===== src/logic/pnlmon_pkg.sv =====
// Purpose: Shared constants for the panel monitor display block
// Assumes: 100 MHz ref_clk, APB register access with 32-bit data
// Notes:   Values shown as numbers are held by software as BCD digits
`default_nettype none
package pnlmon_pkg;
  // ----------------------------------------------------------------
  // Timing
  // ----------------------------------------------------------------
  localparam int CLK_HZ       = 100_000_000;            // Clock rate
  localparam int KEY_HOLD_MS  = 1000;                   // Long press time
  localparam int KEY_HOLD_CYC = KEY_HOLD_MS * (CLK_HZ / 1000);
  localparam int KEY_DEB_MS   = 10;                     // Key settle time
  localparam int KEY_DEB_CYC  = KEY_DEB_MS * (CLK_HZ / 1000);
  localparam int KEY_CNT_W    = 27;                     // Fits the hold count

  // ----------------------------------------------------------------
  // Register map (byte addresses)
  // ----------------------------------------------------------------
  localparam logic [11:0] OFS_CTRL    = 12'h000;  // Calc method select
  localparam logic [11:0] OFS_SPEED   = 12'h004;  // Motor speed, BCD
  localparam logic [11:0] OFS_RES_LIM = 12'h008;  // Resolution limit, BCD
  localparam logic [11:0] OFS_SPD_LIM = 12'h00C;  // Speed limit mm/s, BCD
  localparam logic [11:0] OFS_STATUS  = 12'h010;  // Panel state, read only
  localparam int          CTRL_CALC   = 0;        // Calc method bit
  localparam logic [31:0] CTRL_RST    = 32'h0000_0000;
  localparam logic [19:0] VALUE_RST   = 20'h0_0000;
  localparam int          STAT_ITEM   = 0;        // Item index field [2:0]
  localparam int          STAT_STATE  = 4;        // State field [6:4]
  localparam int          STAT_POLE   = 8;        // Pole code field [10:8]

  // ----------------------------------------------------------------
  // Monitor items
  // ----------------------------------------------------------------
  localparam int          NUM_ITEMS = 6;
  localparam logic [2:0]  IX_SPEED  = 3'h0;  // motor_speed_item
  localparam logic [2:0]  IX_IN     = 3'h1;  // input_bits_item
  localparam logic [2:0]  IX_OUT    = 3'h2;  // output_bits_item
  localparam logic [2:0]  IX_LIM    = 3'h3;  // limit_calc_item
  localparam logic [2:0]  IX_POLE   = 3'h4;  // pole_pattern_item
  localparam logic [2:0]  IX_SAFE   = 3'h5;  // safety_bits_item
  localparam logic [2:0]  IX_LAST   = 3'h5;
  // Item numbers as three BCD digits
  localparam logic [11:0] ITEM_NUM [NUM_ITEMS] = '{12'h000, 12'h005, 12'h006,
                                                   12'h010, 12'h011, 12'h015};
  localparam logic [7:0]  IN_VALID   = 8'hFF;  // All eight digits used
  localparam logic [7:0]  OUT_VALID  = 8'h7F;  // Digit 8 reserved
  localparam logic [7:0]  SAFE_VALID = 8'h03;  // Digits 3 to 8 reserved

  // ----------------------------------------------------------------
  // Segments: bit 7 dp, 6 g, 5 f, 4 e, 3 d, 2 c, 1 b, 0 a
  // ----------------------------------------------------------------
  localparam int         NUM_POS   = 5;
  localparam logic [7:0] SEG_U     = 8'h3E;
  localparam logic [7:0] SEG_DASH  = 8'h40;
  localparam logic [7:0] SEG_BLANK = 8'h00;
  localparam int         SEG_B     = 1;  // Right half, top
  localparam int         SEG_C     = 2;  // Right half, bottom
  localparam int         SEG_E     = 4;  // Left half, bottom
  localparam int         SEG_F     = 5;  // Left half, top

  typedef enum logic [2:0] {
    ST_STATUS = 3'b001,  // Not in monitor mode
    ST_ITEM   = 3'b010,  // Showing item number
    ST_DATA   = 3'b100   // Showing item contents
  } pnlmon_state_t;
endpackage
`default_nettype wire


===== src/logic/pnlmon_key.sv =====
// Purpose: One panel key: synchroniser, debounce, press and long hold
// Assumes: Key pin high while pressed, asynchronous to ref_clk
// Notes:   Hold fires once per press, after the hold count
`timescale 1ns/10ps
`default_nettype none
module pnlmon_key
  import pnlmon_pkg::*;
#(
  parameter int HOLD_CYC = KEY_HOLD_CYC,
  parameter int DEB_CYC  = KEY_DEB_CYC
) (
  input  wire logic ref_clk,
  input  wire logic rst,
  input  wire logic key_pin,   // Raw key level
  output var  logic press,     // One cycle on debounced press
  output var  logic hold       // One cycle after long hold
);
  logic                 sync1_reg;   // First stage, read by stage two only
  logic                 sync2_reg;   // Safe level
  logic                 stable_reg;  // Debounced level
  logic [KEY_CNT_W-1:0] deb_reg;     // Settle counter
  logic [KEY_CNT_W-1:0] hold_reg;    // Held-time counter

  // ----------------------------------------------------------------
  // Two-flop synchroniser
  // ----------------------------------------------------------------
  always_ff @(posedge ref_clk or posedge rst) begin
    if (rst) begin
      sync1_reg <= 1'b0;
      sync2_reg <= 1'b0;
    end else begin
      sync1_reg <= key_pin;
      sync2_reg <= sync1_reg;
    end
  end

  // ----------------------------------------------------------------
  // Debounce: level must hold for the settle count before it counts
  // ----------------------------------------------------------------
  always_ff @(posedge ref_clk or posedge rst) begin
    if (rst) begin
      deb_reg    <= '0;
      stable_reg <= 1'b0;
      press      <= 1'b0;
    end else begin
      press <= 1'b0;
      if (sync2_reg == stable_reg) begin
        deb_reg <= '0;
      end else if (deb_reg >= KEY_CNT_W'(DEB_CYC - 1)) begin
        // Bounce over: take the new level
        deb_reg    <= '0;
        stable_reg <= sync2_reg;
        press      <= sync2_reg;
      end else begin
        deb_reg <= deb_reg + 1'b1;
      end
    end
  end

  // ----------------------------------------------------------------
  // Long hold: counter saturates so the pulse cannot repeat
  // ----------------------------------------------------------------
  always_ff @(posedge ref_clk or posedge rst) begin
    if (rst) begin
      hold_reg <= '0;
      hold     <= 1'b0;
    end else begin
      hold <= 1'b0;
      if (!stable_reg) begin
        hold_reg <= '0;
      end else if (hold_reg < KEY_CNT_W'(HOLD_CYC)) begin
        hold_reg <= hold_reg + 1'b1;
        hold     <= (hold_reg == KEY_CNT_W'(HOLD_CYC - 1));
      end
    end
  end
endmodule // pnlmon_key
`default_nettype wire


===== src/logic/pnlmon_top.sv =====
// Purpose: Front panel monitor display mode with APB register access
// Assumes: Input pins high when the input circuit is closed; output
//          monitor levels come from same-clock logic, high = conducting
// Notes:   Five positions; bit monitors put two digits on each of positions 4 to 1
//
// How it works
// Mode key enters monitor mode, item shown
// Up/down step the selected item number
// Long data press toggles number and contents
// Input monitor: off top segment, on bottom
// Input digits follow the fixed eight-signal order
// Closed input circuit counts as on
// Output monitor: off top segment, on bottom
// Output digits: alarm, three outputs, alarm code
// Conducting output transistor counts as on
// Safety monitor inverted: on top, off bottom
// Safety digits one and two, rest reserved
// Calc method field picks which limit shows
// Method one shows speed limit in mm/s
// Long data press shows pole pattern
// Pole code is U,V,W bits, high one
// Values shown on five segment positions
//
// Design decisions made here: the APB interface to the registers and the placing of the registers.
`timescale 1ns/10ps
`default_nettype none
module pnlmon_top
  import pnlmon_pkg::*;
#(
  parameter int HOLD_CYC = KEY_HOLD_CYC,  // Long press, in cycles
  parameter int DEB_CYC  = KEY_DEB_CYC    // Key settle, in cycles
) (
  input  wire logic        ref_clk,
  input  wire logic        rst,
  // APB slave
  input  wire logic        psel,
  input  wire logic        penable,
  input  wire logic        pwrite,
  input  wire logic [11:0] paddr,
  input  wire logic [31:0] pwdata,
  output var  logic [31:0] prdata,
  output var  logic        pready,
  output var  logic        pslverr,
  // Panel keys, high while pressed
  input  wire logic        key_mode,
  input  wire logic        key_up,
  input  wire logic        key_down,
  input  wire logic        key_data,
  // Monitored input pins, high when closed
  input  wire logic        general_input_0,
  input  wire logic        general_input_1,
  input  wire logic        general_input_2,
  input  wire logic        general_input_3,
  input  wire logic        general_input_4,
  input  wire logic        general_input_5,
  input  wire logic        general_input_6,
  input  wire logic        encoder_sensor_on_input,
  input  wire logic        safety_block_input_1,
  input  wire logic        safety_block_input_2,
  input  wire logic        pole_u,
  input  wire logic        pole_v,
  input  wire logic        pole_w,
  // Output states from drive logic, high when conducting
  input  wire logic        alarm_output,
  input  wire logic        general_output_1,
  input  wire logic        general_output_2,
  input  wire logic        general_output_3,
  input  wire logic        alarm_code_bit_1,
  input  wire logic        alarm_code_bit_2,
  input  wire logic        alarm_code_bit_3,
  // Display: position 4 leftmost, 8 segments each
  output var  logic [39:0] disp_seg
);
  // ----------------------------------------------------------------
  // Declarations
  // ----------------------------------------------------------------
  localparam int NPIN = 13;
  logic [NPIN-1:0] pin_vec;         // Raw pins
  logic [NPIN-1:0] sync1_reg;       // First stage, read by stage two only
  logic [NPIN-1:0] sync2_reg;       // Safe levels
  logic [7:0]      in_on;           // Input digits 1..8 as bit 0..7
  logic [7:0]      out_on;          // Output digits 1..8
  logic [7:0]      safe_on;         // Safety digits 1..8
  logic [2:0]      pole_code;       // U msb, W lsb
  logic [3:0]      press;           // Mode, up, down, data
  logic [3:0]      hold;
  logic [3:0]      key_raw;
  pnlmon_state_t   st_reg;          // Panel state
  logic [2:0]      item_reg;        // Selected item index
  logic            calc_reg;        // calc_method_field
  logic [19:0]     speed_reg;       // Motor speed value, BCD
  logic [19:0]     res_lim_reg;     // Resolution limit, BCD
  logic [19:0]     spd_lim_reg;     // Speed limit in mm/s, BCD
  logic [39:0]     disp_next;       // Display image for next cycle
  logic            apb_done;        // Access phase completes now
  logic            apb_map;         // Address decodes to a register

  // ----------------------------------------------------------------
  // Segment helpers
  // ----------------------------------------------------------------
  // Hex digit to segment pattern
  function automatic logic [7:0] seg_of(input logic [3:0] d);
    unique case (d)
      4'h0: seg_of = 8'h3F;
      4'h1: seg_of = 8'h06;
      4'h2: seg_of = 8'h5B;
      4'h3: seg_of = 8'h4F;
      4'h4: seg_of = 8'h66;
      4'h5: seg_of = 8'h6D;
      4'h6: seg_of = 8'h7D;
      4'h7: seg_of = 8'h07;
      4'h8: seg_of = 8'h7F;
      4'h9: seg_of = 8'h6F;
      4'hA: seg_of = 8'h77;
      4'hB: seg_of = 8'h7C;
      4'hC: seg_of = 8'h39;
      4'hD: seg_of = 8'h5E;
      4'hE: seg_of = 8'h79;
      4'hF: seg_of = 8'h71;
    endcase
  endfunction

  // Bit monitor image: digit k on position 4-k/2, left half first.
  // Unused digits stay dark so reserved slots are visibly empty.
  function automatic logic [39:0] bits_img(input logic [7:0] on,
                                           input logic [7:0] valid,
                                           input logic       inv);
    logic [39:0] img;
    logic        top;
    img = '0;
    for (int k = 0; k < 8; k++) begin
      top = inv ? on[k] : !on[k];
      if (valid[k]) begin
        if (k[0] == 1'b0) begin
          img[(4 - k / 2) * 8 + SEG_F] = top;
          img[(4 - k / 2) * 8 + SEG_E] = !top;
        end else begin
          img[(4 - k / 2) * 8 + SEG_B] = top;
          img[(4 - k / 2) * 8 + SEG_C] = !top;
        end
      end
    end
    bits_img = img;
  endfunction

  // ----------------------------------------------------------------
  // Pin synchroniser
  // ----------------------------------------------------------------
  assign pin_vec = {pole_u, pole_v, pole_w,
                    safety_block_input_2, safety_block_input_1,
                    encoder_sensor_on_input, general_input_6,
                    general_input_5, general_input_4, general_input_2,
                    general_input_1, general_input_3, general_input_0};

  // Two stages before any logic reads a pin in pin_vec
  always_ff @(posedge ref_clk or posedge rst) begin
    if (rst) begin
      sync1_reg <= '0;
      sync2_reg <= '0;
    end else begin
      sync1_reg <= pin_vec;
      sync2_reg <= sync1_reg;
    end
  end

  // Closed circuit reads high, so a high level is on
  assign in_on     = sync2_reg[7:0];
  assign safe_on   = {6'h00, sync2_reg[9:8]};
  assign pole_code = sync2_reg[12:10];
  // Conducting transistor is a high level from drive logic
  assign out_on    = {1'b0, alarm_code_bit_3, alarm_code_bit_2,
                      alarm_code_bit_1, general_output_3, general_output_2,
                      general_output_1, alarm_output};

  // ----------------------------------------------------------------
  // Keys
  // ----------------------------------------------------------------
  assign key_raw = {key_data, key_down, key_up, key_mode};

  genvar gk;
  generate
    for (gk = 0; gk < 4; gk++) begin : g_key
      pnlmon_key #(
        .HOLD_CYC (HOLD_CYC),
        .DEB_CYC  (DEB_CYC)
      ) u_key (
        .ref_clk (ref_clk),
        .rst     (rst),
        .key_pin (key_raw[gk]),
        .press   (press[gk]),
        .hold    (hold[gk])
      );
    end
  endgenerate

  // ----------------------------------------------------------------
  // Panel state: mode key wins over the others in the same cycle
  // ----------------------------------------------------------------
  always_ff @(posedge ref_clk or posedge rst) begin
    if (rst) begin
      st_reg <= ST_STATUS;
    end else begin
      unique case (st_reg)
        ST_STATUS: begin
          if (press[0]) st_reg <= ST_ITEM;
        end
        ST_ITEM: begin
          // Mode key leaves toward modes this block does not show
          if (press[0]) st_reg <= ST_STATUS;
          else if (hold[3]) st_reg <= ST_DATA;
        end
        ST_DATA: begin
          if (press[0]) st_reg <= ST_STATUS;
          else if (hold[3]) st_reg <= ST_ITEM;
        end
        default: st_reg <= ST_STATUS;
      endcase
    end
  end

  // Item selection wraps at both ends
  always_ff @(posedge ref_clk or posedge rst) begin
    if (rst) begin
      item_reg <= IX_SPEED;
    end else if (st_reg == ST_ITEM && !press[0] && !hold[3]) begin
      if (press[1]) begin
        item_reg <= (item_reg == IX_LAST) ? IX_SPEED : item_reg + 3'h1;
      end else if (press[2]) begin
        item_reg <= (item_reg == IX_SPEED) ? IX_LAST : item_reg - 3'h1;
      end
    end
  end

  // ----------------------------------------------------------------
  // Display image
  // ----------------------------------------------------------------
  always_comb begin
    disp_next = {5{SEG_BLANK}};
    unique case (st_reg)
      ST_ITEM: begin
        // Item number as U-nnn
        disp_next = {SEG_U, SEG_DASH, seg_of(ITEM_NUM[item_reg][11:8]),
                     seg_of(ITEM_NUM[item_reg][7:4]),
                     seg_of(ITEM_NUM[item_reg][3:0])};
      end
      ST_DATA: begin
        if (item_reg == IX_IN) begin
          disp_next = bits_img(in_on, IN_VALID, 1'b0);
        end else if (item_reg == IX_OUT) begin
          disp_next = bits_img(out_on, OUT_VALID, 1'b0);
        end else if (item_reg == IX_SAFE) begin
          disp_next = bits_img(safe_on, SAFE_VALID, 1'b1);
        end else if (item_reg == IX_POLE) begin
          disp_next[7:0] = seg_of({1'b0, pole_code});
        end else begin
          // Numeric values fill the five positions
          for (int p = 0; p < NUM_POS; p++) begin
            if (item_reg == IX_LIM) begin
              disp_next[p*8 +: 8] = calc_reg ? seg_of(spd_lim_reg[p*4 +: 4])
                                             : seg_of(res_lim_reg[p*4 +: 4]);
            end else begin
              disp_next[p*8 +: 8] = seg_of(speed_reg[p*4 +: 4]);
            end
          end
        end
      end
      default: disp_next = {5{SEG_BLANK}};
    endcase
  end

  // Display output registered to keep segment lines glitch free
  always_ff @(posedge ref_clk or posedge rst) begin
    if (rst) disp_seg <= '0;
    else     disp_seg <= disp_next;
  end

  // ----------------------------------------------------------------
  // APB slave: one wait state so read data comes from a flop
  // ----------------------------------------------------------------
  assign apb_done = psel && penable && pready;
  assign apb_map  = (paddr == OFS_CTRL) || (paddr == OFS_SPEED) ||
                    (paddr == OFS_RES_LIM) || (paddr == OFS_SPD_LIM) ||
                    (paddr == OFS_STATUS);

  // Answer: ready, read data and error rise in the second access cycle
  always_ff @(posedge ref_clk or posedge rst) begin
    if (rst) begin
      pready  <= 1'b0;
      pslverr <= 1'b0;
      prdata  <= '0;
    end else if (psel && penable && !pready) begin
      pready  <= 1'b1;
      pslverr <= !apb_map;
      prdata  <= '0;
      if (!pwrite) begin
        unique case (paddr)
          OFS_CTRL:    prdata[CTRL_CALC] <= calc_reg;
          OFS_SPEED:   prdata[19:0] <= speed_reg;
          OFS_RES_LIM: prdata[19:0] <= res_lim_reg;
          OFS_SPD_LIM: prdata[19:0] <= spd_lim_reg;
          OFS_STATUS: begin
            prdata[STAT_ITEM +: 3]  <= item_reg;
            prdata[STAT_STATE +: 3] <= st_reg;
            prdata[STAT_POLE +: 3]  <= pole_code;
          end
          default: prdata <= '0;
        endcase
      end
    end else begin
      pready  <= 1'b0;
      pslverr <= 1'b0;
    end
  end

  // Writes take effect at the completing edge only
  always_ff @(posedge ref_clk or posedge rst) begin
    if (rst) begin
      calc_reg    <= CTRL_RST[CTRL_CALC];
      speed_reg   <= VALUE_RST;
      res_lim_reg <= VALUE_RST;
      spd_lim_reg <= VALUE_RST;
    end else if (apb_done && pwrite) begin
      if (paddr == OFS_CTRL)    calc_reg    <= pwdata[CTRL_CALC];
      if (paddr == OFS_SPEED)   speed_reg   <= pwdata[19:0];
      if (paddr == OFS_RES_LIM) res_lim_reg <= pwdata[19:0];
      if (paddr == OFS_SPD_LIM) spd_lim_reg <= pwdata[19:0];
    end
  end

  // ----------------------------------------------------------------
  // Assertions
  // ----------------------------------------------------------------
  a_mode_enter: assert property (@(posedge ref_clk) disable iff (rst)
    (st_reg == ST_STATUS && press[0]) |=> (st_reg == ST_ITEM) ##1
      (disp_seg[39:32] == SEG_U))
    else $error("mode key did not open item display");

  a_item_step: assert property (@(posedge ref_clk) disable iff (rst)
    (st_reg == ST_ITEM && press[1] && !press[0] && !hold[3] && item_reg != IX_LAST)
      |=> item_reg == $past(item_reg) + 3'h1)
    else $error("up key did not step item");

  a_data_toggle: assert property (@(posedge ref_clk) disable iff (rst)
    (st_reg == ST_DATA && hold[3] && !press[0]) |=> st_reg == ST_ITEM)
    else $error("long data press did not return to item");

  a_in_bits: assert property (@(posedge ref_clk) disable iff (rst)
    (st_reg == ST_DATA && item_reg == IX_IN) |=>
      (disp_seg[32+SEG_F] == !$past(general_input_0, 3)) &&
      (disp_seg[32+SEG_E] == $past(general_input_0, 3)))
    else $error("input digit one wrong");

  a_in_order: assert property (@(posedge ref_clk) disable iff (rst)
    (st_reg == ST_DATA && item_reg == IX_IN) |=>
      disp_seg[32+SEG_C] == $past(general_input_3, 3) &&
      disp_seg[8+SEG_C] == $past(encoder_sensor_on_input, 3))
    else $error("input digit order wrong");

  a_out_bits: assert property (@(posedge ref_clk) disable iff (rst)
    (st_reg == ST_DATA && item_reg == IX_OUT) |=>
      disp_seg[32+SEG_F] == !$past(alarm_output) &&
      disp_seg[8+SEG_F] == !$past(alarm_code_bit_3) &&
      disp_seg[8+SEG_B] == 1'b0 && disp_seg[8+SEG_C] == 1'b0)
    else $error("output digits wrong");

  a_safe_inv: assert property (@(posedge ref_clk) disable iff (rst)
    (st_reg == ST_DATA && item_reg == IX_SAFE) |=>
      disp_seg[32+SEG_F] == $past(safety_block_input_1, 3) &&
      disp_seg[32+SEG_C] == !$past(safety_block_input_2, 3) &&
      disp_seg[31:0] == '0)
    else $error("safety digits wrong");

  a_limit_sel: assert property (@(posedge ref_clk) disable iff (rst)
    (st_reg == ST_DATA && item_reg == IX_LIM && calc_reg) |=>
      disp_seg[7:0] == seg_of($past(spd_lim_reg[3:0])))
    else $error("limit select wrong");

  a_pole_code: assert property (@(posedge ref_clk) disable iff (rst)
    (st_reg == ST_DATA && item_reg == IX_POLE) |=>
      disp_seg[7:0] == seg_of({1'b0, $past(pole_u, 3), $past(pole_v, 3),
                               $past(pole_w, 3)}))
    else $error("pole code wrong");

  a_apb_wait: assert property (@(posedge ref_clk) disable iff (rst)
    (psel && penable && !pready) |=> pready ##1 !pready)
    else $error("apb answer timing wrong");
endmodule // pnlmon_top
`default_nettype wire


===== config.mk =====
export PLATFORM = sky130hd
export DESIGN_NAME = pnlmon_top
export DESIGN_NICKNAME = d
export VERILOG_FILES = /design/src/logic/pnlmon_pkg.sv /design/src/logic/pnlmon_key.sv /design/src/logic/pnlmon_top.sv
export SDC_FILE = /design/constraint.sdc
export NUM_CORES = 1
export LEC_CHECK = 0
export BUFFER_PORTS_ARGS = -buffer_cell sky130_fd_sc_hd__buf_2
export CAP_MARGIN = 40
export CORE_UTILIZATION = 56
export DETAILED_ROUTE_END_ITERATION = 10
export PLACE_DENSITY = 0.77
export SKIP_LAST_GASP = 1
export SLEW_MARGIN = 20
export SYNTH_ARGS = -nofsm -noshare
export SYNTH_HDL_FRONTEND = slang
export SYNTH_SLANG_ARGS = --single-unit

===== constraint.sdc =====
create_clock -name ref_clk -period 25.1 [get_ports ref_clk]
set_clock_uncertainty 0.15 [all_clocks]
set_input_delay 2.51 -clock ref_clk [delete_from_list [all_inputs] [get_ports ref_clk]]
set_output_delay 2.51 -clock ref_clk [all_outputs]
set_load 0.01 [all_outputs]

==> results of run 1 <==
## layer usage
metal  up-vias  global-route usage [%]  share of wire (%)
met5         -                       0              0.030
met4         2                    10.1                3.8
met3       106                    4.03                7.2
met2       534                    42.2                 46
met1      6629                    35.2                 43
li1       6453                       -                  -
## power by group
| group | switching [uW] | internal (uW) | leakage [uW] |
|---|---|---|---|
| registers | 12.9 | 495 | 0.00403 |
| logic | 75.5 | 38.1 | 0.00384 |
| clock network | 196 | 280 | 0.000526 |
## path summary, 6_finish.rpt
| path | slack, ns | from | endpoint | depth (start not counted) |
|---|---|---|---|---|
| setup / recovery | 20.46 | paddr[2] | res_lim_reg[12]$_DFFE_PP0P_ | 5 |
| hold / removal | 0.20 | g_key[0].u_key.sync1_reg$_DFF_PP0_ | g_key[0].u_key.sync2_reg$_DFF_PP0_ | 0 |
| setup reg to reg | 21.50 | item_reg[2]$_DFFE_PP0P_ | disp_seg[37]$_DFF_PP0_ | 7 |
| hold reg to reg | 0.20 | g_key[0].u_key.sync1_reg$_DFF_PP0_ | g_key[0].u_key.sync2_reg$_DFF_PP0_ | 0 |
| max in group asynchronous | 21.40 | rst | st_reg[0]$_DFFE_PP1P_ | 5 |
| min in group asynchronous | 1.78 | rst | g_key[1].u_key.deb_reg[3]$_DFF_PP0_ | 2 |
## cell usage in the layout (no fill, tap or decap), types with 19 or more instances in the layout
| master | n |
|---|---|
| nor3_1 | 31 |
| o211ai_1 | 33 |
| o31ai_1 | 19 |
| nor2b_1 | 28 |
| nand2_1 | 99 |
| nand4_1 | 27 |
| xor2_1 | 45 |
| buf_2 | 117 |
| ha_1 | 107 |
| mux2i_1 | 39 |
| mux2_2 | 84 |
| or4_1 | 19 |
| inv_1 | 90 |
| a22oi_1 | 24 |
| a211oi_1 | 23 |
| dfrtp_1 | 299 |
| conb_1 | 45 |
| o21ai_0 | 80 |
| a21oi_1 | 82 |
| xnor2_1 | 34 |
| nand3_1 | 62 |
| nor2_1 | 176 |
| clkbuf_16 | 31 |
## synth_stat cells (5+ instances only)
master / instances
dfrtp_1: 300
nor2_1: 178
ha_1: 108
nand2_1: 99
inv_1: 91
mux2_2: 84
a21oi_1: 82
clkbuf_1: 80
o21ai_0: 80
nand3_1: 62
xor2_1: 45
mux2i_1: 39
xnor2_1: 34
o211ai_1: 33
nor3_1: 31
nor2b_1: 29
nand4_1: 27
a22oi_1: 24
a211oi_1: 23
o31ai_1: 19
or4_1: 19
and3_1: 18
or3_1: 18
a31oi_1: 17
buf_4: 17
nand3b_1: 16
nor4_1: 16
mux4_2: 15
o221ai_1: 14
nand2b_1: 9
o311ai_0: 9
a221oi_1: 8
and4_1: 8
a32oi_1: 7
buf_1: 7
buf_2: 7
or3b_2: 7
a221o_1: 6
or2_2: 6
nor3b_1: 5
## stage by stage
| step | cells | total power, uW | setup WS [ns] | instance area [um2] |
|---|---|---|---|---|
| after floorplan | 1806 | 593 | 14.12 | 17600 |
| after global placement | 2219 | 623 | 19.95 | 18200 |
| after detailed placement | 2223 | 628 | 19.92 | 18300 |
| after global routing | 2283 | 1140 | 20.39 | 19400 |
| after CTS | 2281 | 1110 | 20.52 | 19400 |
| final | 2283 | 1100 | 20.46 | 19400 |
## cells by family after synthesis
logic type,after synthesis,share of synthesized area (%)
other cells,1,0.0216
xor+xnor,79,3.98
compound gates,369,14.1
mux,138,9.63
flops,301,43.3
buf+inv,204,4.86
simple gates,562,16.3
fa+ha+maj,108,7.77
## layout make-up
class                           count  share of cell area [%]
Clock buffer                       42                    4.57
Clock inverter                     16                   0.954
Sequential cell                   301                    38.8
Inverter                           92                    1.82
Multi-Input combinational cell   1301                    47.3
Timing Repair Buffer              135                    4.01
Tap cell                          396                    2.55
==> results by group, run 1 <==
Timing
  • Hold_ws: 0.198 ns
  • Final-report hold violation count: 0
  • Final Setup Violations: 0
  • Max Slew Vio Count: 0
  • Setup TNS: 0 ns
  • Least-Margin Pin Slew: 0.849 ns
  • Relative slew slack: 43.4%
  • Fin crit period: 4.64 ns
  • RSZ-0062 raised after global routing: no
  • Max Clock Freq: 215 MHz
  • Post-route clock period utilization: 18.5%

Synth
  • Synthesis-stage register bit count: 301
  • Gate Count Post-Synth: 1762
  • Area of the mapped netlist: 17400 um2
  • Warnings, synthesis: 0
  • Dominant cell type by area after synthesis: dfrtp_1
  • Synth cell types: 73
  • Post-synth top area share: 43.2%
  • Number of synthesized flops with an enable pin: 0
  • Syn_area_per_cell: 9.87 um2
  • Main synth FF type: dfrtp_1
  • Ys async rst share: 100%
  • Post-synthesis sequential area ratio: 43.3%
  • Top cells by area, synth: dfrtp_1, ha_1, mux2_2

Floorplanning
  • Cell Rows: 64
  • Initial cell density of the core: 56.9%
  • IO Pins: 147
  • Die area: 31800 um2
  • Core Area: 30600 um2
  • Die width: 178 um
  • Die Ht: 178 um

Finish
  • Core Util, Final: 63.5%
  • Layout cells sized above 1: 16.7%
  • Ant. Diodes: 0
  • Area Overhead vs Synth: 11.7%
  • Multi-input gate area: 9190 um2
  • Register area: 7530 um2
  • Layout filler cell count: 2459
  • Nets: 2043
  • Max FFs per register: 108

Detailed routing
  • Drt first pass iters: 9
  • Total wire length: 40600 um
  • Via count: 13724
  • Post-route ant nets: 0
  • Mean number of vias per cell: 6.01
  • DRC: 0
  • Drt wl/cell: 17.8 um
  • Iteration-0 DRC count of the detailed router: 1296

Global route
  • Total grt overflow: 0
  • First-pass GRT wire length: 66100 um
  • Largest net degree at the start of global routing: 101
  • Vias in the first global route: 13067
  • Initial antenna violation count: 2
  • GRT Total Usage: 26.1%

Placed design
  • Port Buffers: 117
  • GPL Wtd Cong: 0.931
  • DP HPWL: 28700 um

Critical path
  • Critical path arrival: 4.94 ns
  • Crit path launch type: primary input
  • Crit-path leading delay family: simple AND/OR/NAND/NOR gates
  • Crit Path Class: primary input to flip-flop
  • Slowest stage delay, CP: 0.71 ns
  • Req. time, crit path: 25.40 ns
  • Crit end category: flip-flop
  • Buf+Inv Stages, Crit Path: 2
  • Critical path's slowest cell: nor2b_1
  • CP cell instances: buf_2 -> nor2b_1 -> nor2b_2 -> buf_4 -> mux2_2
  • Critical path peak fanout: 24

Min path
  • Hold/Removal Path Class: flip-flop to flip-flop

Clock network
  • H-tree lvl count: 1
  • CTS tree: built
  • Cts hold-fix bufs: 0
  • Number of setup buffers added after CTS: 0
  • Clk_lat worst skew: 0.58 ns
  • CTS Sinks: 301
  • Maximum root-to-sink buffer count: 3
  • CTS Buf Count: 31
  • Root Buffer: clkbuf_16
  • Clock slew at reported path FFs: 0.06 ns
  • Post-CTS Resized: 0

Power and ir drop
  • Maximum vdd drop: 0.0000590 V
  • Leak: 0.00840 uW
  • Pwr dens: 56.5 nW/um2

Status
  • Outcome: complete, no violations

Flow run
  • Max Cap Viol: 0
Power figures use the tool's default switching activity.
==> run 2: changes to the inputs <==
--- a/config.mk
+++ b/config.mk
@@ -7,9 +7,9 @@
 export LEC_CHECK = 0
 export BUFFER_PORTS_ARGS = -buffer_cell sky130_fd_sc_hd__buf_2
 export CAP_MARGIN = 40
-export CORE_UTILIZATION = 56
+export CORE_UTILIZATION = 55
 export DETAILED_ROUTE_END_ITERATION = 10
-export PLACE_DENSITY = 0.77
+export PLACE_DENSITY = 0.79
 export SKIP_LAST_GASP = 1
 export SLEW_MARGIN = 20
 export SYNTH_ARGS = -nofsm -noshare
==> constraint.sdc (replaced) <==
create_clock -name ref_clk -period 3.87 [get_ports ref_clk]
set_clock_uncertainty 0.15 [all_clocks]
set_input_delay 0.387 -clock ref_clk [delete_from_list [all_inputs] [get_ports ref_clk]]
set_output_delay 0.387 -clock ref_clk [all_outputs]
set_load 0.01 [all_outputs]
==> run 2 against run 1 <==
The flow now finishes with violations (design-rule violations). Register-to-register slack worse by 21 ns. Hold slack worse by 0.18 ns. Sequential cell count unchanged. Sequential share of layout area shrank 0.88 points. Worst setup slack got worse by 20 ns. First-iteration DRC count shrank 13%. Critical endpoint is now disp_seg[6]$_DFF_PP0_.
==> results by group, run 2 (synthesized netlist as in run 1, its figures left out) <==
Finish
  • Layout cells sized above 1: 17.0% (+0.21 points)
  • Commonest non-fill, non-tap cell in the layout: dfrtp_1
  • Most frequent cells in the layout: dfrtp_1, nor2_1, buf_2
  • Max FFs per register: 108 (unchanged)
  • Ant. Diodes: 0 (unchanged)
  • Nets: 2085 (+2.1%)
  • Fin cells: 2325 (+1.8%)
  • Layout filler cell count: 2386 (-3.0%)
  • Area Overhead vs Synth: 14.3%
  • Post-route cell area: 19900 um2 (+2.3%)

Placed design
  • Placed cells: 2227 (+0.18%)
  • DP HPWL: 29800 um (+3.6%)
  • Port Buffers: 117 (unchanged)
  • Placed Area: 18400 um2 (+0.18%)
  • GPL Wtd Cong: 0.958 (+2.8%)
  • Worst slack at placement: 0.978 ns (-18.95 ns)

Detailed routing
  • Post-route ant nets: 0 (unchanged)
  • Total wire length: 42400 um (+4.4%)
  • Drt first pass iters: 11 (+2)
  • Via count: 13949 (+1.6%)
  • Iteration-0 DRC count of the detailed router: 1134 (-13%)
  • Drt wl/cell: 18.2 um (+2.5%)
  • Mean number of vias per cell: 6.00 (-0.20%)
  • DRC: 16 (+16)

Timing
  • RSZ-0062 raised after global routing: no
  • Post-route clock period utilization: 77.1%
  • Fin crit period: 2.98 ns
  • Max Slew Vio Count: 0 (unchanged)
  • Least-Margin Pin Slew: 0.871 ns (+0.0227 ns)
  • Relative slew slack: 41.4% (-2.0 points)
  • Setup WS post-layout: 0.886 ns (-19.57 ns)
  • Setup TNS: 0 ns (unchanged)
  • Final Setup Violations: 0 (unchanged)
  • Final-report hold violation count: 0 (unchanged)
  • Max Clock Freq: 335 MHz

Power and ir drop
  • Maximum vdd drop: 0.000385 V (+550%)
  • Leak: 0.00861 uW (+2.5%)
  • Total power: 7290 uW (+560%)
  • Pwr dens: 367 nW/um2 (+550%)

Status
  • Outcome: complete, but fails checks
  • Failing checks: design-rule violations

Clock network
  • Cts hold-fix bufs: 31 (+31)
  • CTS Buf Count: 34 (+9.7%)
  • Number of setup buffers added after CTS: 0 (unchanged)
  • Maximum root-to-sink buffer count: 3 (unchanged)
  • Root Buffer: clkbuf_16
  • Clock slew at reported path FFs: 0.06 ns (about the same)
  • H-tree lvl count: 2 (+1)
  • CTS tree: built
  • Clk_lat worst skew: 0.53 ns (-0.05 ns)
  • CTS Sinks: 301 (unchanged)
  • Post-CTS Resized: 0 (unchanged)

Critical path
  • Critical path's slowest cell: nand2_1
  • Launching point of the worst reg2reg path: item_reg[0]$_DFFE_PP0P_
  • Reg2Reg Setup Slack: 0.89 ns (-20.61 ns)
  • Req. time, crit path: 4.17 ns (-21.23 ns)
  • Critical path peak fanout: 14 (-42%)
  • Slowest stage delay, CP: 0.56 ns (-0.15 ns)
  • Critical path arrival: 3.28 ns (-1.66 ns)
  • Crit Path Class: flip-flop to flip-flop
  • Crit path launch type: flip-flop
  • CP cell instances: inv_1 -> ha_1 -> and2_1 -> nor3_1 -> nand2_1 -> a211oi_1 -> a221o_1
  • CP Launch Point: item_reg[0]$_DFFE_PP0P_
  • Crit end category: flip-flop

Min path
  • Hold/Removal Path Class: primary input to flip-flop
  • Worst Hold Launch: pwdata[2]

Floorplanning
  • Die Ht: 180 um (+0.89%)
  • Core Area: 30800 um2 (+0.79%)
  • Die width: 180 um (+0.89%)
  • IO Pins: 147 (unchanged)
  • Cell Rows: 64 (unchanged)
  • Initial cell density of the core: 56.4% (-0.44 points)
  • Die area: 32300 um2 (+1.8%)

Global route
  • GRT Total Usage: 26.1% (+0.027 points)
  • Initial antenna violation count: 2 (unchanged)
  • First-pass GRT wire length: 69000 um (+4.4%)
  • Total grt overflow: 0 (unchanged)
  • Largest net degree at the start of global routing: 73 (-28%)
  • Vias in the first global route: 13539 (+3.6%)

Flow run
  • Max Cap Viol: 0 (unchanged)
## run 2: cell count changes in the layout (fill, tap and decap cells not counted), sizes merged
cell	change
clkinvlp	-2
bufinv	-2
buf	+7
dlygate4sd3	+31
clkbuf	+8
## run 2: per-layer routing
metal | track usage (%) | part of all wire [%] | vias up
li1 | - | - | 6551
met1 | 34.6 | 42 | 6806
met2 | 43.9 | 48 | 502
met3 | 3.69 | 6.6 | 90
met4 | 8.66 | 2.8 | 0
met5 | 0 | 0 | -
## run 2: final timing paths
path | cells past startpoint | to
max | 7 | disp_seg[6]$_DFF_PP0_
min | 2 | speed_reg[2]$_DFFE_PP0P_
max reg2reg | 7 | disp_seg[6]$_DFF_PP0_
min reg2reg | 0 | sync2_reg[9]$_DFF_PP0_
max in group asynchronous | 5 | g_key[0].u_key.deb_reg[17]$_DFF_PP0_
min in group asynchronous | 3 | g_key[1].u_key.deb_reg[11]$_DFF_PP0_
## run 2: metrics by stage
step | hold WS (ns) | utilization (%)
finish | 0.0156 | 64.5
global route | 0.00785 | 64.5
CTS | 0.000175 | 64.2
detailed placement | 0.186 | 59.6
global placement | 0.182 | 59.5
floorplan | 0.181 | -
## run 2: critical path, delay by kind of cell, from the launching register on
family          cells  cell delay [ns]
fa+ha+maj           1             0.33
simple gates        3             1.20
compound gates      2             0.57
buf+inv             1             0.16
flops               1             0.52
## run 2: power by group
part | switching, uW | leakage [uW] | internal (uW)
Clock | 1290 | 0.000567 | 1910
Sequential | 53.7 | 0.00403 | 3210
Combinational | 541 | 0.00401 | 278
## run 2: final cells by class
class                      count  area [um2]  area share [%]
multi-input combinational   1301        9190            46.2
sequential                   301        7530            37.9
timing repair buffer         174        1170            5.91
clock buffer                  49        1020            5.12
tap                          396         495            2.49
inverter                      92         349            1.76
clock inverter                12         114           0.573
==> run 3: changes to the inputs <==
--- a/config.mk
+++ b/config.mk
@@ -7,9 +7,9 @@
 export LEC_CHECK = 0
 export BUFFER_PORTS_ARGS = -buffer_cell sky130_fd_sc_hd__buf_2
 export CAP_MARGIN = 40
-export CORE_UTILIZATION = 55
+export CORE_UTILIZATION = 56
 export DETAILED_ROUTE_END_ITERATION = 10
-export PLACE_DENSITY = 0.79
+export PLACE_DENSITY = 0.77
 export SKIP_LAST_GASP = 1
 export SLEW_MARGIN = 20
 export SYNTH_ARGS = -nofsm -noshare
==> constraint.sdc (replaced) <==
create_clock -name ref_clk -period 2.81 [get_ports ref_clk]
set_clock_uncertainty 0.15 [all_clocks]
set_input_delay 0.281 -clock ref_clk [delete_from_list [all_inputs] [get_ports ref_clk]]
set_output_delay 0.281 -clock ref_clk [all_outputs]
set_load 0.01 [all_outputs]
==> run 3 against run 2 <==
The flow now finishes without violations. Final cell count grew 1.2%. Register-to-register slack lost 0.59 ns. Clock-buffer cell count shrank 2. Worst setup slack lost 0.59 ns. Sequential cell count is the same. Core utilization grew 1.0 points. Via count grew 0.97%.
==> results by group, run 3 (synthesized netlist as in run 1, its figures left out) <==
Status
  • Outcome: complete, no violations

Floorplanning
  • Die Ht: 178 um (-0.89%)
  • Die area: 31800 um2 (-1.8%)
  • IO Pins: 147 (unchanged)
  • Cell Rows: 64 (unchanged)
  • Die width: 178 um (-0.89%)
  • Initial cell density of the core: 56.9% (+0.44 points)
  • Core Area: 30600 um2 (-0.78%)

Global route
  • First-pass GRT wire length: 68500 um (-0.75%)
  • Largest net degree at the start of global routing: 119 (+63%)
  • Initial antenna violation count: 1 (-1)
  • Met1 Track Usage GR: 35.8% (+1.2 points)
  • Grt met2 use: 45.5% (+1.5 points)
  • Vias in the first global route: 13515 (-0.18%)
  • Total grt overflow: 0 (unchanged)
  • GRT Total Usage: 27.0% (+0.92 points)
  • Gr busiest metal: met2
  • M3 GR Usage: 3.71% (+0.021 points)

Clock network
  • Root Buffer: clkbuf_16
  • CTS Buf Count: 34 (unchanged)
  • Clk_lat worst skew: 0.51 ns (-0.02 ns)
  • H-tree lvl count: 2 (unchanged)
  • CTS Sinks: 301 (unchanged)
  • Number of setup buffers added after CTS: 0 (unchanged)
  • CTS tree: built
  • Maximum root-to-sink buffer count: 3 (unchanged)
  • Clock slew at reported path FFs: 0.06 ns (about the same)

Critical path
  • Crit end category: flip-flop
  • CP cell instances: inv_1 -> ha_1 -> and2_1 -> nor3_1 -> buf_4 -> nand2_1 -> a211oi_1 -> a221o_1
  • Crit-path leading delay family: simple AND/OR/NAND/NOR gates
  • Slowest stage delay, CP: 0.42 ns (-0.14 ns)
  • Critical path's slowest cell: dfrtp_1
  • Crit path launch type: flip-flop
  • Critical path peak fanout: 9 (-5)
  • Crit Path Class: flip-flop to flip-flop
  • Critical path arrival: 2.79 ns (-0.49 ns)
  • Buf+Inv Stages, Crit Path: 2 (+1)
  • Req. time, crit path: 3.08 ns (-1.09 ns)

Timing
  • Final Setup Violations: 0 (unchanged)
  • Setup WS post-layout: 0.299 ns (-0.587 ns)
  • RSZ-0062 raised after global routing: no
  • Setup TNS: 0 ns (unchanged)
  • Post-route clock period utilization: 89.4% (+12 points)
  • Fin crit period: 2.51 ns (-0.473 ns)
  • Max Slew Vio Count: 0 (unchanged)
  • Relative slew slack: 53.1% (+12 points)
  • Least-Margin Pin Slew: 0.704 ns (-0.168 ns)
  • Final-report hold violation count: 0 (unchanged)
  • Max Clock Freq: 398 MHz (+19%)

Finish
  • Commonest non-fill, non-tap cell in the layout: dfrtp_1
  • Max FFs per register: 108 (unchanged)
  • Core Util, Final: 65.5% (+1.0 points)
  • Nets: 2115 (+1.4%)
  • Fin cells: 2354 (+1.2%)
  • Most frequent cells in the layout: dfrtp_1, nor2_1, buf_2
  • Layout cells sized above 1: 17.4% (+0.47 points)
  • Area Overhead vs Synth: 15.2%

Placed design
  • Placed cells: 2251 (+1.1%)
  • Port Buffers: 117 (unchanged)
  • Worst slack at placement: 0.303 ns (-0.674 ns)
  • GPL Wtd Cong: 0.909 (-5.0%)
  • DP HPWL: 29500 um (-0.86%)

Detailed routing
  • DRC: 0 (-16)
  • Iteration-0 DRC count of the detailed router: 1240 (+9.3%)
  • Total wire length: 41900 um (-1.1%)
  • Via count: 14084 (+0.97%)
  • Drt wl/cell: 17.8 um (-2.3%)
  • Drt first pass iters: 7 (-4)
  • Mean number of vias per cell: 5.98 (-0.28%)
  • Post-route ant nets: 0 (unchanged)

Min path
  • Hold/Removal Path Class: primary input to flip-flop

Power and ir drop
  • Total power: 9940 uW (+36%)
  • Pwr dens: 496 nW/um2 (+35%)
  • Maximum vdd drop: 0.000523 V (+36%)
  • Leak: 0.00870 uW (+1.0%)

Flow run
  • Max Cap Viol: 0 (unchanged)
run 3: final cells by class:
class / count / area [um2]
antenna: 1 / 2.50
clock buffer: 47 / 960
clock inverter: 12 / 106
fill: 2400 / 10600
inverter: 92 / 349
multi-input combinational: 1301 / 9190
sequential: 301 / 7530
tap: 396 / 495
timing repair buffer: 204 / 1400
run 3: repair_timing:
item                                   4_1_cts  5_1_grt
endpoints found under the hold margin      299        0
hold buffers                                42        0
gates resized for setup                      0        0
run 3: worst paths after layout:
kind                       slack [ns]                                   end                               start  cells after the start
max                              0.30                 disp_seg[6]$_DFF_PP0_             item_reg[1]$_DFFE_PP0P_                      8
min                              0.04                 prdata[0]$_DFFE_PP0P_                            paddr[5]                      4
max reg2reg                      0.30                 disp_seg[6]$_DFF_PP0_             item_reg[1]$_DFFE_PP0P_                      8
min reg2reg                      0.20    g_key[3].u_key.sync2_reg$_DFF_PP0_  g_key[3].u_key.sync1_reg$_DFF_PP0_                      0
max in group asynchronous        1.48                  calc_reg$_DFFE_PP0P_                                 rst                      4
min in group asynchronous        0.09  g_key[2].u_key.deb_reg[15]$_DFF_PP0_                                 rst                      3
run 3: per-layer routing:
layer	part of all wire (%)	up-vias
met3	6.1	94
met4	2.8	0
met2	49	478
met5	0	-
li1	-	6600
met1	42	6912
run 3: worst register-to-register path, stage by stage, from the launching register on:
cell	delay (ns)
dfrtp_1	0.42
inv_1	0.11
ha_1	0.20
and2_1	0.19
nor3_1	0.25
buf_4	0.18
nand2_1	0.29
a211oi_1	0.40
a221o_1	0.24
run 3: per-stage QoR:
stage          area (um2)  hold WS [ns]
2_1_floorplan       17600         0.162
3_3_place_gp        18500        0.0739
3_5_place_dp        18500        0.0745
4_1_cts             20000        0.0299
5_1_grt             20000        0.0953
6_report            20000        0.0420
run 3: report_power, final:
part / switching, uW / leakage, uW / total (uW) / internal [uW]
Clock: 1760 / 0.000528 / 4240 / 2490
Sequential: 66.3 / 0.00403 / 4490 / 4430
Combinational: 748 / 0.00414 / 1210 / 458
